[src/ssr_pkg.sv]
/*
  Package for the sensor status readout register bank: register indices,
  field positions, reset values, timing constants and carrier structs.
  Assumes a single 250 MHz clock domain and an AXI4-Lite register bus.
*/
package ssr_pkg;

  // ----------------------------------------------------------------------
  // Register indices (printed offsets); byte address is four times these.
  // ----------------------------------------------------------------------
  localparam logic [7:0] TIME_LOW_IDX = 8'h18;
  localparam logic [7:0] TIME_MID_IDX = 8'h19;
  localparam logic [7:0] TIME_HIGH_IDX = 8'h1A;
  localparam logic [7:0] EVENT_FLAGS_IDX = 8'h1B;
  localparam logic [7:0] FEATURE_IRQ_IDX = 8'h1C;
  localparam logic [7:0] DATA_IRQ_IDX = 8'h1D;
  localparam logic [7:0] DIE_TEMP_IDX = 8'h22;
  localparam logic [7:0] QCOUNT_LOW_IDX = 8'h24;
  localparam logic [7:0] QCOUNT_HIGH_IDX = 8'h25;
  localparam int ADDR_LSB = 2;

  // ----------------------------------------------------------------------
  // Field positions and reset values.
  // ----------------------------------------------------------------------
  localparam int POR_BIT = 0;
  localparam int ERR_BIT = 7;
  localparam int NOMO_BIT = 6;
  localparam int ANYMO_BIT = 5;
  localparam int ACCRDY_BIT = 7;
  localparam int AUXRDY_BIT = 5;
  localparam int WMARK_BIT = 1;
  localparam int QFULL_BIT = 0;
  localparam logic [7:0] FEATURE_MASK = 8'hE0;
  localparam logic [7:0] DATA_MASK = 8'hA3;
  localparam logic [7:0] EVENT_RESET = 8'h01;
  localparam logic [7:0] BYTE_ZERO = 8'h00;
  localparam int QCOUNT_W = 14;
  localparam int TIME_W = 24;
  localparam logic [1:0] RESP_OKAY = 2'b00;
  localparam logic [1:0] RESP_SLVERR = 2'b10;

  // ----------------------------------------------------------------------
  // Timing: base tick of the timestamp.
  // ----------------------------------------------------------------------
  localparam real TICK_NS = 39062.5;
  localparam real CLK_NS = 4.0;
  localparam int TICK_CYCLES = int'(TICK_NS / CLK_NS) < 1 ? 1 :
    int'($floor(TICK_NS / CLK_NS));

  // ----------------------------------------------------------------------
  // Carriers.
  // ----------------------------------------------------------------------
  typedef struct packed {
    logic err;
    logic noMotion;
    logic anyMotion;
    logic accReady;
    logic auxReady;
    logic waterMark;
    logic queueFull;
  } ssr_events_type;

  typedef struct packed {
    logic [7:0] dieTemp;
    logic [QCOUNT_W-1:0] queueCount;
  } ssr_levels_type;

endpackage

[src/ssr_status_regs.sv]
/*
  Read-only status register bank of a motion sensor: a free-running 24-bit
  timestamp, a power-up flag, two clear-on-read interrupt status bytes, a
  die temperature byte and a 14-bit queue fill count, read over AXI4-Lite.
  Assumes event pulses, temperature and fill count come from logic on mclk.
*/
`timescale 1ns/1ps

// Notes on behaviour
// - Timestamp bits 7..0 are readable, one count being 39.0625 us.
// - Timestamp bits 15..8 read in their own byte, zero after reset.
// - Timestamp bits 23..16 read in their own byte.
// - The power-up flag sets at reset (byte 0x01) and clears on read.
// - Feature status holds error, no-motion, any-motion; read clears.
// - Data status holds data-ready, aux-ready, watermark, full; read clears.
// - Temperature reads as two's complement kelvin steps, 0 is 23 C.
// - The low count byte holds queue fill count bits 7..0.
// - The high count byte holds count bits 13..8, bits 7..6 read zero.
module ssr_status_regs #(
  parameter int TICK_DIV = ssr_pkg::TICK_CYCLES
) (
  // Clock and reset.
  input wire logic mclk,
  input wire logic nrst,
  // Event pulses and live levels from the sensor core.
  input wire ssr_pkg::ssr_events_type events,
  input wire ssr_pkg::ssr_levels_type levels,
  // AXI4-Lite write address and data.
  input wire logic [11:0] s_axi_awaddr,
  input wire logic s_axi_awvalid,
  output logic s_axi_awready,
  input wire logic [31:0] s_axi_wdata,
  input wire logic [3:0] s_axi_wstrb,
  input wire logic s_axi_wvalid,
  output logic s_axi_wready,
  // AXI4-Lite write response.
  output logic [1:0] s_axi_bresp,
  output logic s_axi_bvalid,
  input wire logic s_axi_bready,
  // AXI4-Lite read address.
  input wire logic [11:0] s_axi_araddr,
  input wire logic s_axi_arvalid,
  output logic s_axi_arready,
  // AXI4-Lite read data.
  output logic [31:0] s_axi_rdata,
  output logic [1:0] s_axi_rresp,
  output logic s_axi_rvalid,
  input wire logic s_axi_rready
);

  // ----------------------------------------------------------------------
  // State.
  // ----------------------------------------------------------------------
  typedef struct packed {
    logic [ssr_pkg::TIME_W-1:0] stamp;
    logic por;
    logic [7:0] featIrq;
    logic [7:0] dataIrq;
    logic awHeld;
    logic wHeld;
    logic bValid;
    logic [1:0] bResp;
    logic rValid;
    logic [1:0] rResp;
    logic [31:0] rData;
  } ssr_state_type;

  ssr_state_type s_q, s_d;
  logic tick;
  logic [7:0] featSet;
  logic [7:0] dataSet;
  logic [7:0] rdIndex;
  logic rdTake;
  logic rdMapped;
  logic [7:0] rdByte;

  ssr_tick_divider #(
    .DIVIDE(TICK_DIV)
  ) u_div (
    .mclk(mclk),
    .nrst(nrst),
    .tick(tick)
  );

  // ----------------------------------------------------------------------
  // Event byte assembly.
  // ----------------------------------------------------------------------
  always_comb begin
    featSet = ssr_pkg::BYTE_ZERO;
    featSet[ssr_pkg::ERR_BIT] = events.err;
    featSet[ssr_pkg::NOMO_BIT] = events.noMotion;
    featSet[ssr_pkg::ANYMO_BIT] = events.anyMotion;
    dataSet = ssr_pkg::BYTE_ZERO;
    dataSet[ssr_pkg::ACCRDY_BIT] = events.accReady;
    dataSet[ssr_pkg::AUXRDY_BIT] = events.auxReady;
    dataSet[ssr_pkg::WMARK_BIT] = events.waterMark;
    dataSet[ssr_pkg::QFULL_BIT] = events.queueFull;
  end

  // ----------------------------------------------------------------------
  // Read decode.
  // ----------------------------------------------------------------------
  // Multi-byte values are not captured together: a tick may fall between
  // two byte reads of the timestamp, so software must allow for a carry.
  assign rdIndex = s_axi_araddr[ssr_pkg::ADDR_LSB +: 8];
  assign rdTake = s_axi_arvalid && !s_q.rValid;

  always_comb begin
    rdMapped = 1'b1;
    rdByte = ssr_pkg::BYTE_ZERO;
    if (rdIndex == ssr_pkg::TIME_LOW_IDX) begin
      rdByte = s_q.stamp[7:0];
    end else if (rdIndex == ssr_pkg::TIME_MID_IDX) begin
      rdByte = s_q.stamp[15:8];
    end else if (rdIndex == ssr_pkg::TIME_HIGH_IDX) begin
      rdByte = s_q.stamp[23:16];
    end else if (rdIndex == ssr_pkg::EVENT_FLAGS_IDX) begin
      rdByte[ssr_pkg::POR_BIT] = s_q.por;
    end else if (rdIndex == ssr_pkg::FEATURE_IRQ_IDX) begin
      rdByte = s_q.featIrq & ssr_pkg::FEATURE_MASK;
    end else if (rdIndex == ssr_pkg::DATA_IRQ_IDX) begin
      rdByte = s_q.dataIrq & ssr_pkg::DATA_MASK;
    end else if (rdIndex == ssr_pkg::DIE_TEMP_IDX) begin
      rdByte = levels.dieTemp;
    end else if (rdIndex == ssr_pkg::QCOUNT_LOW_IDX) begin
      rdByte = levels.queueCount[7:0];
    end else if (rdIndex == ssr_pkg::QCOUNT_HIGH_IDX) begin
      rdByte = {2'b00, levels.queueCount[13:8]};
    end else begin
      rdMapped = 1'b0;
    end
  end

  // ----------------------------------------------------------------------
  // Next state.
  // ----------------------------------------------------------------------
  always_comb begin
    s_d = s_q;
    // Wraps naturally at the 24-bit maximum; no write path exists.
    if (tick) begin
      s_d.stamp = s_q.stamp + 24'h00_0001;
    end
    // Clear on read first, so a same-cycle event still sets the bit.
    if (rdTake && rdIndex == ssr_pkg::EVENT_FLAGS_IDX) begin
      s_d.por = 1'b0;
    end
    if (rdTake && rdIndex == ssr_pkg::FEATURE_IRQ_IDX) begin
      s_d.featIrq = ssr_pkg::BYTE_ZERO;
    end
    if (rdTake && rdIndex == ssr_pkg::DATA_IRQ_IDX) begin
      s_d.dataIrq = ssr_pkg::BYTE_ZERO;
    end
    s_d.featIrq = s_d.featIrq | featSet;
    s_d.dataIrq = s_d.dataIrq | dataSet;

    // Writes: every register is read-only, so writes answer SLVERR.
    if (s_axi_awvalid && !s_q.awHeld && !s_q.bValid) begin
      s_d.awHeld = 1'b1;
    end
    if (s_axi_wvalid && !s_q.wHeld && !s_q.bValid) begin
      s_d.wHeld = 1'b1;
    end
    if (s_q.awHeld && s_q.wHeld && !s_q.bValid) begin
      s_d.bValid = 1'b1;
      s_d.bResp = ssr_pkg::RESP_SLVERR;
      s_d.awHeld = 1'b0;
      s_d.wHeld = 1'b0;
    end
    if (s_q.bValid && s_axi_bready) begin
      s_d.bValid = 1'b0;
    end

    if (rdTake) begin
      s_d.rValid = 1'b1;
      s_d.rData = {24'h00_0000, rdByte};
      s_d.rResp = rdMapped ? ssr_pkg::RESP_OKAY : ssr_pkg::RESP_SLVERR;
    end else if (s_q.rValid && s_axi_rready) begin
      s_d.rValid = 1'b0;
    end
  end

  always_ff @(posedge mclk) begin
    if (!nrst) begin
      s_q <= '0;
      s_q.por <= 1'b1;
    end else begin
      s_q <= s_d;
    end
  end

  // ----------------------------------------------------------------------
  // Bus outputs.
  // ----------------------------------------------------------------------
  assign s_axi_awready = !s_q.awHeld && !s_q.bValid;
  assign s_axi_wready = !s_q.wHeld && !s_q.bValid;
  assign s_axi_bvalid = s_q.bValid;
  assign s_axi_bresp = s_q.bResp;
  assign s_axi_arready = !s_q.rValid;
  assign s_axi_rvalid = s_q.rValid;
  assign s_axi_rdata = s_q.rData;
  assign s_axi_rresp = s_q.rResp;

  // ----------------------------------------------------------------------
  // Checks on register contents.
  // ----------------------------------------------------------------------
  stamp_step_a: assert property (
    @(posedge mclk) disable iff (!nrst)
    tick |=> s_q.stamp == $past(s_q.stamp) + 24'h00_0001)
    else $error("timestamp did not advance on tick");

  stamp_hold_a: assert property (
    @(posedge mclk) disable iff (!nrst)
    !tick |=> $stable(s_q.stamp))
    else $error("timestamp moved without tick");

  low_read_a: assert property (
    @(posedge mclk) disable iff (!nrst)
    rdTake && rdIndex == ssr_pkg::TIME_LOW_IDX
      |=> s_axi_rdata[7:0] == $past(s_q.stamp[7:0]))
    else $error("timestamp low byte mismatch");

  mid_read_a: assert property (
    @(posedge mclk) disable iff (!nrst)
    rdTake && rdIndex == ssr_pkg::TIME_MID_IDX
      |=> s_axi_rdata[7:0] == $past(s_q.stamp[15:8]))
    else $error("timestamp mid byte mismatch");

  high_read_a: assert property (
    @(posedge mclk) disable iff (!nrst)
    rdTake && rdIndex == ssr_pkg::TIME_HIGH_IDX
      |=> s_axi_rdata[7:0] == $past(s_q.stamp[23:16]))
    else $error("timestamp high byte mismatch");

  por_clear_a: assert property (
    @(posedge mclk) disable iff (!nrst)
    rdTake && rdIndex == ssr_pkg::EVENT_FLAGS_IDX
      |=> !s_q.por && s_axi_rdata[7:0] == {7'h00, $past(s_q.por)})
    else $error("power-up flag not cleared on read");

  por_stay_a: assert property (
    @(posedge mclk) disable iff (!nrst)
    !s_q.por |=> !s_q.por)
    else $error("power-up flag set again without reset");

  feat_set_a: assert property (
    @(posedge mclk) disable iff (!nrst)
    featSet != ssr_pkg::BYTE_ZERO
      |=> (s_q.featIrq & $past(featSet)) == $past(featSet))
    else $error("feature event lost");

  feat_clear_a: assert property (
    @(posedge mclk) disable iff (!nrst)
    rdTake && rdIndex == ssr_pkg::FEATURE_IRQ_IDX
      |=> s_q.featIrq == $past(featSet))
    else $error("feature status not cleared on read");

  feat_hold_a: assert property (
    @(posedge mclk) disable iff (!nrst)
    !(rdTake && rdIndex == ssr_pkg::FEATURE_IRQ_IDX)
      |=> (s_q.featIrq & $past(s_q.featIrq)) == $past(s_q.featIrq))
    else $error("feature status dropped without read");

  feat_read_a: assert property (
    @(posedge mclk) disable iff (!nrst)
    rdTake && rdIndex == ssr_pkg::FEATURE_IRQ_IDX
      |=> s_axi_rdata[7:0] == $past(s_q.featIrq))
    else $error("feature status read mismatch");

  data_set_a: assert property (
    @(posedge mclk) disable iff (!nrst)
    events.queueFull |=> s_q.dataIrq[ssr_pkg::QFULL_BIT])
    else $error("queue full event lost");

  data_clear_a: assert property (
    @(posedge mclk) disable iff (!nrst)
    rdTake && rdIndex == ssr_pkg::DATA_IRQ_IDX
      |=> s_q.dataIrq == $past(dataSet))
    else $error("data status not cleared on read");

  data_hold_a: assert property (
    @(posedge mclk) disable iff (!nrst)
    !(rdTake && rdIndex == ssr_pkg::DATA_IRQ_IDX)
      |=> (s_q.dataIrq & $past(s_q.dataIrq)) == $past(s_q.dataIrq))
    else $error("data status dropped without read");

  data_read_a: assert property (
    @(posedge mclk) disable iff (!nrst)
    rdTake && rdIndex == ssr_pkg::DATA_IRQ_IDX
      |=> s_axi_rdata[7:0] == $past(s_q.dataIrq))
    else $error("data status read mismatch");

  temp_read_a: assert property (
    @(posedge mclk) disable iff (!nrst)
    rdTake && rdIndex == ssr_pkg::DIE_TEMP_IDX
      |=> s_axi_rdata[7:0] == $past(levels.dieTemp))
    else $error("temperature read mismatch");

  count_low_a: assert property (
    @(posedge mclk) disable iff (!nrst)
    rdTake && rdIndex == ssr_pkg::QCOUNT_LOW_IDX
      |=> s_axi_rdata[7:0] == $past(levels.queueCount[7:0]))
    else $error("count low byte mismatch");

  count_high_a: assert property (
    @(posedge mclk) disable iff (!nrst)
    rdTake && rdIndex == ssr_pkg::QCOUNT_HIGH_IDX
      |=> s_axi_rdata[7:0] == {2'b00, $past(levels.queueCount[13:8])})
    else $error("count high byte mismatch");

  // ----------------------------------------------------------------------
  // Checks on the bus handshake.
  // ----------------------------------------------------------------------
  rdata_upper_a: assert property (
    @(posedge mclk) disable iff (!nrst)
    s_axi_rvalid |-> s_axi_rdata[31:8] == 24'h00_0000)
    else $error("read data upper bytes nonzero");

  read_answer_a: assert property (
    @(posedge mclk) disable iff (!nrst)
    rdTake && rdMapped
      |=> s_axi_rvalid && s_axi_rresp == ssr_pkg::RESP_OKAY)
    else $error("mapped read not answered okay");

  unmapped_read_a: assert property (
    @(posedge mclk) disable iff (!nrst)
    rdTake && !rdMapped
      |=> s_axi_rvalid && s_axi_rresp == ssr_pkg::RESP_SLVERR
        && s_axi_rdata == 32'h0000_0000)
    else $error("unmapped read not refused");

  read_drop_a: assert property (
    @(posedge mclk) disable iff (!nrst)
    s_axi_rvalid && s_axi_rready |=> !s_axi_rvalid)
    else $error("read answer repeated");

  write_err_a: assert property (
    @(posedge mclk) disable iff (!nrst)
    s_axi_bvalid |-> s_axi_bresp == ssr_pkg::RESP_SLVERR)
    else $error("write not refused");

  write_answer_a: assert property (
    @(posedge mclk) disable iff (!nrst)
    s_q.awHeld && s_q.wHeld && !s_q.bValid
      |=> s_axi_bvalid)
    else $error("write response missing");

  write_drop_a: assert property (
    @(posedge mclk) disable iff (!nrst)
    s_axi_bvalid && s_axi_bready |=> !s_axi_bvalid)
    else $error("write response repeated");

endmodule // ssr_status_regs

[src/ssr_tick_divider.sv]
/*
  Divider that produces the one-cycle timestamp base tick enable.
  Assumes the same clock and synchronous reset as its parent.
*/
`timescale 1ns/1ps
module ssr_tick_divider #(
  parameter int DIVIDE = ssr_pkg::TICK_CYCLES
) (
  // Clock and reset.
  input wire logic mclk,
  input wire logic nrst,
  // Tick enable.
  output logic tick
);

  typedef struct packed {
    logic [31:0] count;
    logic tick;
  } ssr_div_state_type;

  ssr_div_state_type s_q, s_d;

  always_comb begin
    s_d = s_q;
    s_d.tick = 1'b0;
    if (s_q.count == 32'(DIVIDE - 1)) begin
      s_d.count = 32'h0000_0000;
      s_d.tick = 1'b1;
    end else begin
      s_d.count = s_q.count + 32'h0000_0001;
    end
  end

  always_ff @(posedge mclk) begin
    if (!nrst) begin
      s_q <= '0;
    end else begin
      s_q <= s_d;
    end
  end

  assign tick = s_q.tick;

endmodule // ssr_tick_divider

[config.mk]
export PLATFORM = sky130hd
export DESIGN_NAME = ssr_status_regs
export DESIGN_NICKNAME = d
export VERILOG_FILES = /design/src/ssr_pkg.sv /design/src/ssr_status_regs.sv /design/src/ssr_tick_divider.sv
export SDC_FILE = /design/constraint.sdc
export NUM_CORES = 1
export LEC_CHECK = 0
export BUFFER_PORTS_ARGS = -buffer_cell sky130_fd_sc_hd__buf_2
export CORE_MARGIN = 1.5
export CORE_UTILIZATION = 56
export DETAILED_ROUTE_END_ITERATION = 10
export GPL_TIMING_DRIVEN = 0
export PLACE_DENSITY = 0.87
export RECOVER_POWER = 100
export SETUP_SLACK_MARGIN = 0.3
export SYNTH_ARGS = -nofsm -noshare
export SYNTH_HDL_FRONTEND = slang
export SYNTH_SLANG_ARGS = --single-unit
[constraint.sdc]
create_clock -name mclk -period 2.96 [get_ports mclk]
set_input_delay 0.148 -clock mclk [delete_from_list [all_inputs] [get_ports mclk]]
set_output_delay 0.148 -clock mclk [all_outputs]
set_load 0.05 [all_outputs]
### After elaboration in Yosys (flattened, before gate mapping)

Cells that the tools add are included.

* register bits after elaboration: 89
* bits in latches: 0
* memory bits (writable): 0
* memory bits (read-only): 0
* word-level logic and storage cells: 75
* memories kept: 0

* add/subtract/negate cells: 2
* $mul: 0
* div/mod/pow operators: 0
* magnitude comparators: 0
* equal/unequal tests: 10
* shift-type cells: 0
* mux-type cells: 25
* bitwise operators: 3
* reduce and logical (&&, ||, !) cells: 22

Operator list (number)
* 2-to-1 mux 8 bit: 9
* equality test 8 x 5 -> 1 bit, second input constant: 6
* adder 32 x 1 -> 32 bit, second input constant: 1
* equality test 32 x 14 -> 1 bit, second input constant: 1
* adder 24 x 1 -> 24 bit, second input constant: 1
* equality test 8 x 6 -> 1 bit, second input constant: 3
* bitwise OR 8 bit: 2
* logical AND 1 bit: 14
* 2-to-1 mux 1 bit: 13
* 2-to-1 mux 7 bit: 1
* 2-to-1 mux 6 bit: 1
* OR reduction 2 bit: 3
* logical NOT 1 bit: 4
* 2-to-1 mux 2 bit: 1
* nonzero test 2 bit: 1
* NOT 1 bit: 1

### Longest topological paths before layout

* depth after elaboration: 11
* depth in mapped cells: 8

### Modules after synthesis

Synthesis repeated with hierarchy kept, for this count alone.

* cell total of the unflattened synthesis: 533
* area total of the unflattened synthesis: 4385.5 um2

By module, submodules not included
* ssr_status_regs: instances 1, cells an instance 349, area an instance 2801.4 um2, sequential area each 920.9 um2
* ssr_tick_divider: instances 1, cells an instance 184, area an instance 1584.0 um2, sequential area each 660.6 um2

### Worst setup path before layout

OpenSTA, ideal clock, no wires.

* path type: flip-flop to flip-flop
* from: reg u_div.s_q (netlist bit u_div.tick)
* to: reg s_q[72] (netlist name)
* library setup time: 0.070 ns
* arrival: 1.640 ns
* data required time: 2.890 ns
* path slack: 1.250 ns
* stages on the path, launching flop included: 7
* path buffers: 2
* cells stage by stage: dfxtp_1 buf_2 nand4_2 or4_4 buf_6 or3_1 a21boi_1

RTL lines
* from (decl): line ssr_tick_divider.sv:21 `ssr_div_state_type s_q, s_d;`
* from (signal assigned): line ssr_tick_divider.sv:36 `s_q <= '0;`
* from (signal assigned): line ssr_tick_divider.sv:38 `s_q <= s_d;`
* to (decl): line ssr_status_regs.sv:68 `ssr_state_type s_q, s_d;`

### Worst setup path in the final report

* from: reg s_q[61] (netlist name)
* to: reg s_q[72] (netlist name)

* word-level cells in the longest chain between the ends: 1

RTL lines
* adder 24 x 1 -> 24 bit: line ssr_status_regs.sv:141 `s_d.stamp = s_q.stamp + 24'h00_0001;`

No other way between the ends.
A chain may end at the register's enable or synchronous reset.

==> impl_metrics.yaml <==
run_status:
  outcome: "finished clean"
cts:
  cts-resized-gates: 0
  root_buffer: "clkbuf_8"
  clock_sinks: 79
  cts_tree: "yes"
  ctsHoldBuffers: 0
  htree_levels: 3
  clock_path_buffers: 2
  cts_buffers: 9
  clk-insertion-delay-late_ns: 0.35
  cts_setup_buffers: 0
  path_clk_slew_ns: 0.08
route:
  dr.pass1.iters: 5
  dr_wl_met2_mm: 5.379
  top_layer: "met4"
  avgViaCountPerCell: 5.607
  wl_per_cell_um: 15.46
  routed_wl_mm: 11.24
  wl_met3_um: 802
  wl_met1_mm: 4.902
  drc_errors: 0
  drt_first_iter_violations: 306
  vias: 4076
  drtAntennaViolNets: 0
placed_design:
  dp_cells: 711
  dp_hpwl_mm: 8.374
  io_buffers: 57
  gp_congestion: 1.032
  dpl_cell_area_um2: 4857
worst_setup_path:
  end_kind: "flop"
  critPathBufInv: 1
  cp_data_arrival_time_ns: 2.51
  r2r_slack_ns: 0.71
  cp_top_family: "simple AND/OR/NAND/NOR gates"
  cp.required_ns: 3.22
  cp-start-kind: "flop"
  crit_fanout: 10
  cp_slowest_cell: "or4_1"
  critPathMaxStageDelay_ns: 0.64
  crit_type: "reg -> reg"
  r2r_start: "s_q[61]"
  reg2reg_depth: 5
  path_cells: "nand4_1 -> or4_1 -> clkbuf_1 -> or3_1 -> a21boi_0"
  r2r_end: "s_q[72]"
global_routing:
  grt_pass1_wl_mm: 18.42
  track_usage_pct: 27.61
  overflow: 0
  grt_pass1_vias: 3840
  grt_max_degree: 14
  grt_antenna_before_repair: 0
yosys:
  synthDistinctLibCells: 62
  syn_area_per_cell_um2: 8.215
  synth_top_flop_cell: "dfxtp_1"
  synth_edf_count: 0
  synth_warnings: 0
  yosysTopAreaCell: "dfxtp_1"
  synth_area_um2: 4354
  syn_inst: 530
  synth.top_cell.area_share_pct: 36.32
  yosys-top-cells-area: "dfxtp_1 36%, xor2_1 6.2%, buf_4 6.2%, nor2_1 4.1%, nand2_1 3.4%"
  async_flop_share_pct: 0
  ys_ff_latch: 79
  ys_seq_area_share_pct: 36.32
final_layout:
  syn_to_final_growth_pct: 15.40
  antenna_cells: 0
  multi_input_area_um2: 2406
  finish.instance_area_um2: 5025
  layout-drive-gt1-share_pct: 16.24
  nets: 722
  fin_cells: 727
  regArea_um2: 1582
  fill_cells: 617
sta:
  finalHoldViolations: 0
  rsz0062_at_grt: "false"
  finalCriticalPeriod_ns: 2.250
  finalCritPeriodShare_pct: 76.00
  slew_headroom_pct: 40.04
  fin_skew_ns: 0.01408
  slew_viol_final: 0
  worst_slew_pin_slew_ns: 0.8911
  clock.fmax_ghz: 0.4445
  setup_viol: 0
  fin_setup_tns_ns: 0
pwr:
  leakagePower_nw: 1.993
  p_per_area_nw_per_um2: 458.8
  vdd_ir_drop_max_v: 0.0003440
die:
  die_w_um: 91.18
  ios: 137
  die_h_um: 91.18
  dieArea_um2: 8313
  num_rows: 31
  core_um2: 7370
  start_util_pct: 59.08
min_path:
  min_from: "events[6]"
  worstHoldEndpoint: "s_q[55]"
  whs_path_depth: 3
  min_path_type: "in -> reg"
flow_run:
  drv_cap: 0
==> cell usage in the layout (no fill, tap or decap), types with 3 or more instances in the layout <==
cell type  synthesis  layout
xor2_1            31      31
and2_0             0      13
buf_2              4      44
conb_1             1      26
a22oi_1            4       4
a31oi_1            6       6
inv_1             17      17
ha_1               3       3
nand2b_1           3       3
dfxtp_1           79      79
nor4_1             7       7
buf_4             36      36
nor2b_1           20      20
clkbuf_1          18      38
xnor2_1           15      15
nor3_1            14      16
o32ai_1            3       3
a21boi_0           3       5
o21a_1             4       4
and3b_1            3       3
a21oi_1           26      26
nand4_1           18      19
or3_1              7       7
nand3_1           21      21
and4_1             4       4
a32o_1             3       3
nor2_1            47      47
and2_1            19       6
nand2_1           39      39
clkbuf_8           0      12
and3_1             7       7
o21ai_0           25      25
==> how the worst max path moves through the flow <==
| stage | start | end | slack (ns) | cells past startpoint |
|---|---|---|---|---|
| 4_1_cts | u_div.s_q[1] | u_div.s_q[26] | 0.78 | 8 |
| 2_1_floorplan | u_div.tick | s_q[72] | 1.25 | 6 |
| 6_report | s_q[61] | s_q[72] | 0.71 | 5 |
| 3_3_place_gp | u_div.s_q[1] | u_div.s_q[15] | 0.83 | 8 |
| 3_5_place_dp | u_div.s_q[1] | u_div.s_q[26] | 0.80 | 8 |
| 5_1_grt | u_div.s_q[1] | u_div.s_q[20] | 0.56 | 8 |
==> stage by stage <==
step                setup slack, ns  utilization (%)  hold slack, ns  power [mW]
global route                 0.5568            68.18         0.04025       2.370
finish                       0.7104            68.18         0.02836       2.305
global placement             0.8272            65.91          0.3751       1.459
CTS                          0.7796            68.85         0.02920       2.305
floorplan                     1.250                -          0.2858       1.383
detailed placement           0.7982            65.91          0.3875       1.464
==> tightest hold or removal path: stages <==
cell	delay, ns
buf_2	0.07
a21oi_1	0.03
nor2b_1	0.09
==> power by group <==
group          total (mW)  internal, mW  switching [mW]  leakage, nW
Clock               0.863         0.461           0.402        0.109
Sequential           1.10          1.08          0.0178        0.641
Combinational       0.340         0.106           0.234         1.24
==> flip-flops by register name, indices dropped and copies added (netlist names) <==
register and count:
s_axi_bvalid 1, s_axi_rresp 1, s_axi_rvalid 1, s_axi_bresp 1
s_axi_rdata 8, u_div.tick 1, u_div.s_q 32, s_q 34
==> layer usage <==
layer / up-vias / global-route usage [%]
li1: 1978 / -
met1: 1910 / 35.37
met2: 174 / 46.95
met3: 14 / 4.523
met4: 0 / 9.245
met5: - / 0
==> Yosys cell counts (all sizes together), types with 2 or more instances <==
| cell | number |
|---|---|
| and3b | 3 |
| and4 | 4 |
| ha | 3 |
| nor3 | 16 |
| or2 | 2 |
| and2 | 19 |
| dfxtp | 79 |
| a21oi | 26 |
| nor4bb | 2 |
| nor4 | 8 |
| nand3 | 21 |
| nor2 | 47 |
| xnor2 | 15 |
| a211oi | 2 |
| nor4b | 2 |
| o21a | 4 |
| a21o | 2 |
| nand4 | 19 |
| inv | 17 |
| o32ai | 3 |
| mux2i | 2 |
| o221ai | 2 |
| nand2 | 39 |
| or3 | 7 |
| xor2 | 31 |
| a31oi | 6 |
| a21boi | 5 |
| o21ai | 25 |
| clkbuf | 18 |
| nor2b | 20 |
| mux4 | 2 |
| a32o | 3 |
| and3 | 7 |
| nand2b | 3 |
| buf | 43 |
| a22oi | 4 |
==> final cells by class <==
class / count / area share [%]
Buffer: 61 / 7.346
Clock buffer: 12 / 3.287
Clock inverter: 4 / 1.021
Inverter: 17 / 1.270
Multi-Input combinational cell: 398 / 47.88
Sequential cell: 79 / 31.47
Tap cell: 99 / 2.465
Timing Repair Buffer: 57 / 5.254
==> cell families after synthesis <==
kind of cell / count (synthesis) / synth area share, %
flops: 79 / 36.32
compound gates: 95 / 13.91
other cells: 1 / 0.08612
mux: 5 / 1.753
buf+inv: 78 / 10.11
fa+ha+maj: 3 / 0.8622
simple gates: 223 / 27.70
xor+xnor: 46 / 9.253
Power figures use the tool's default switching activity.
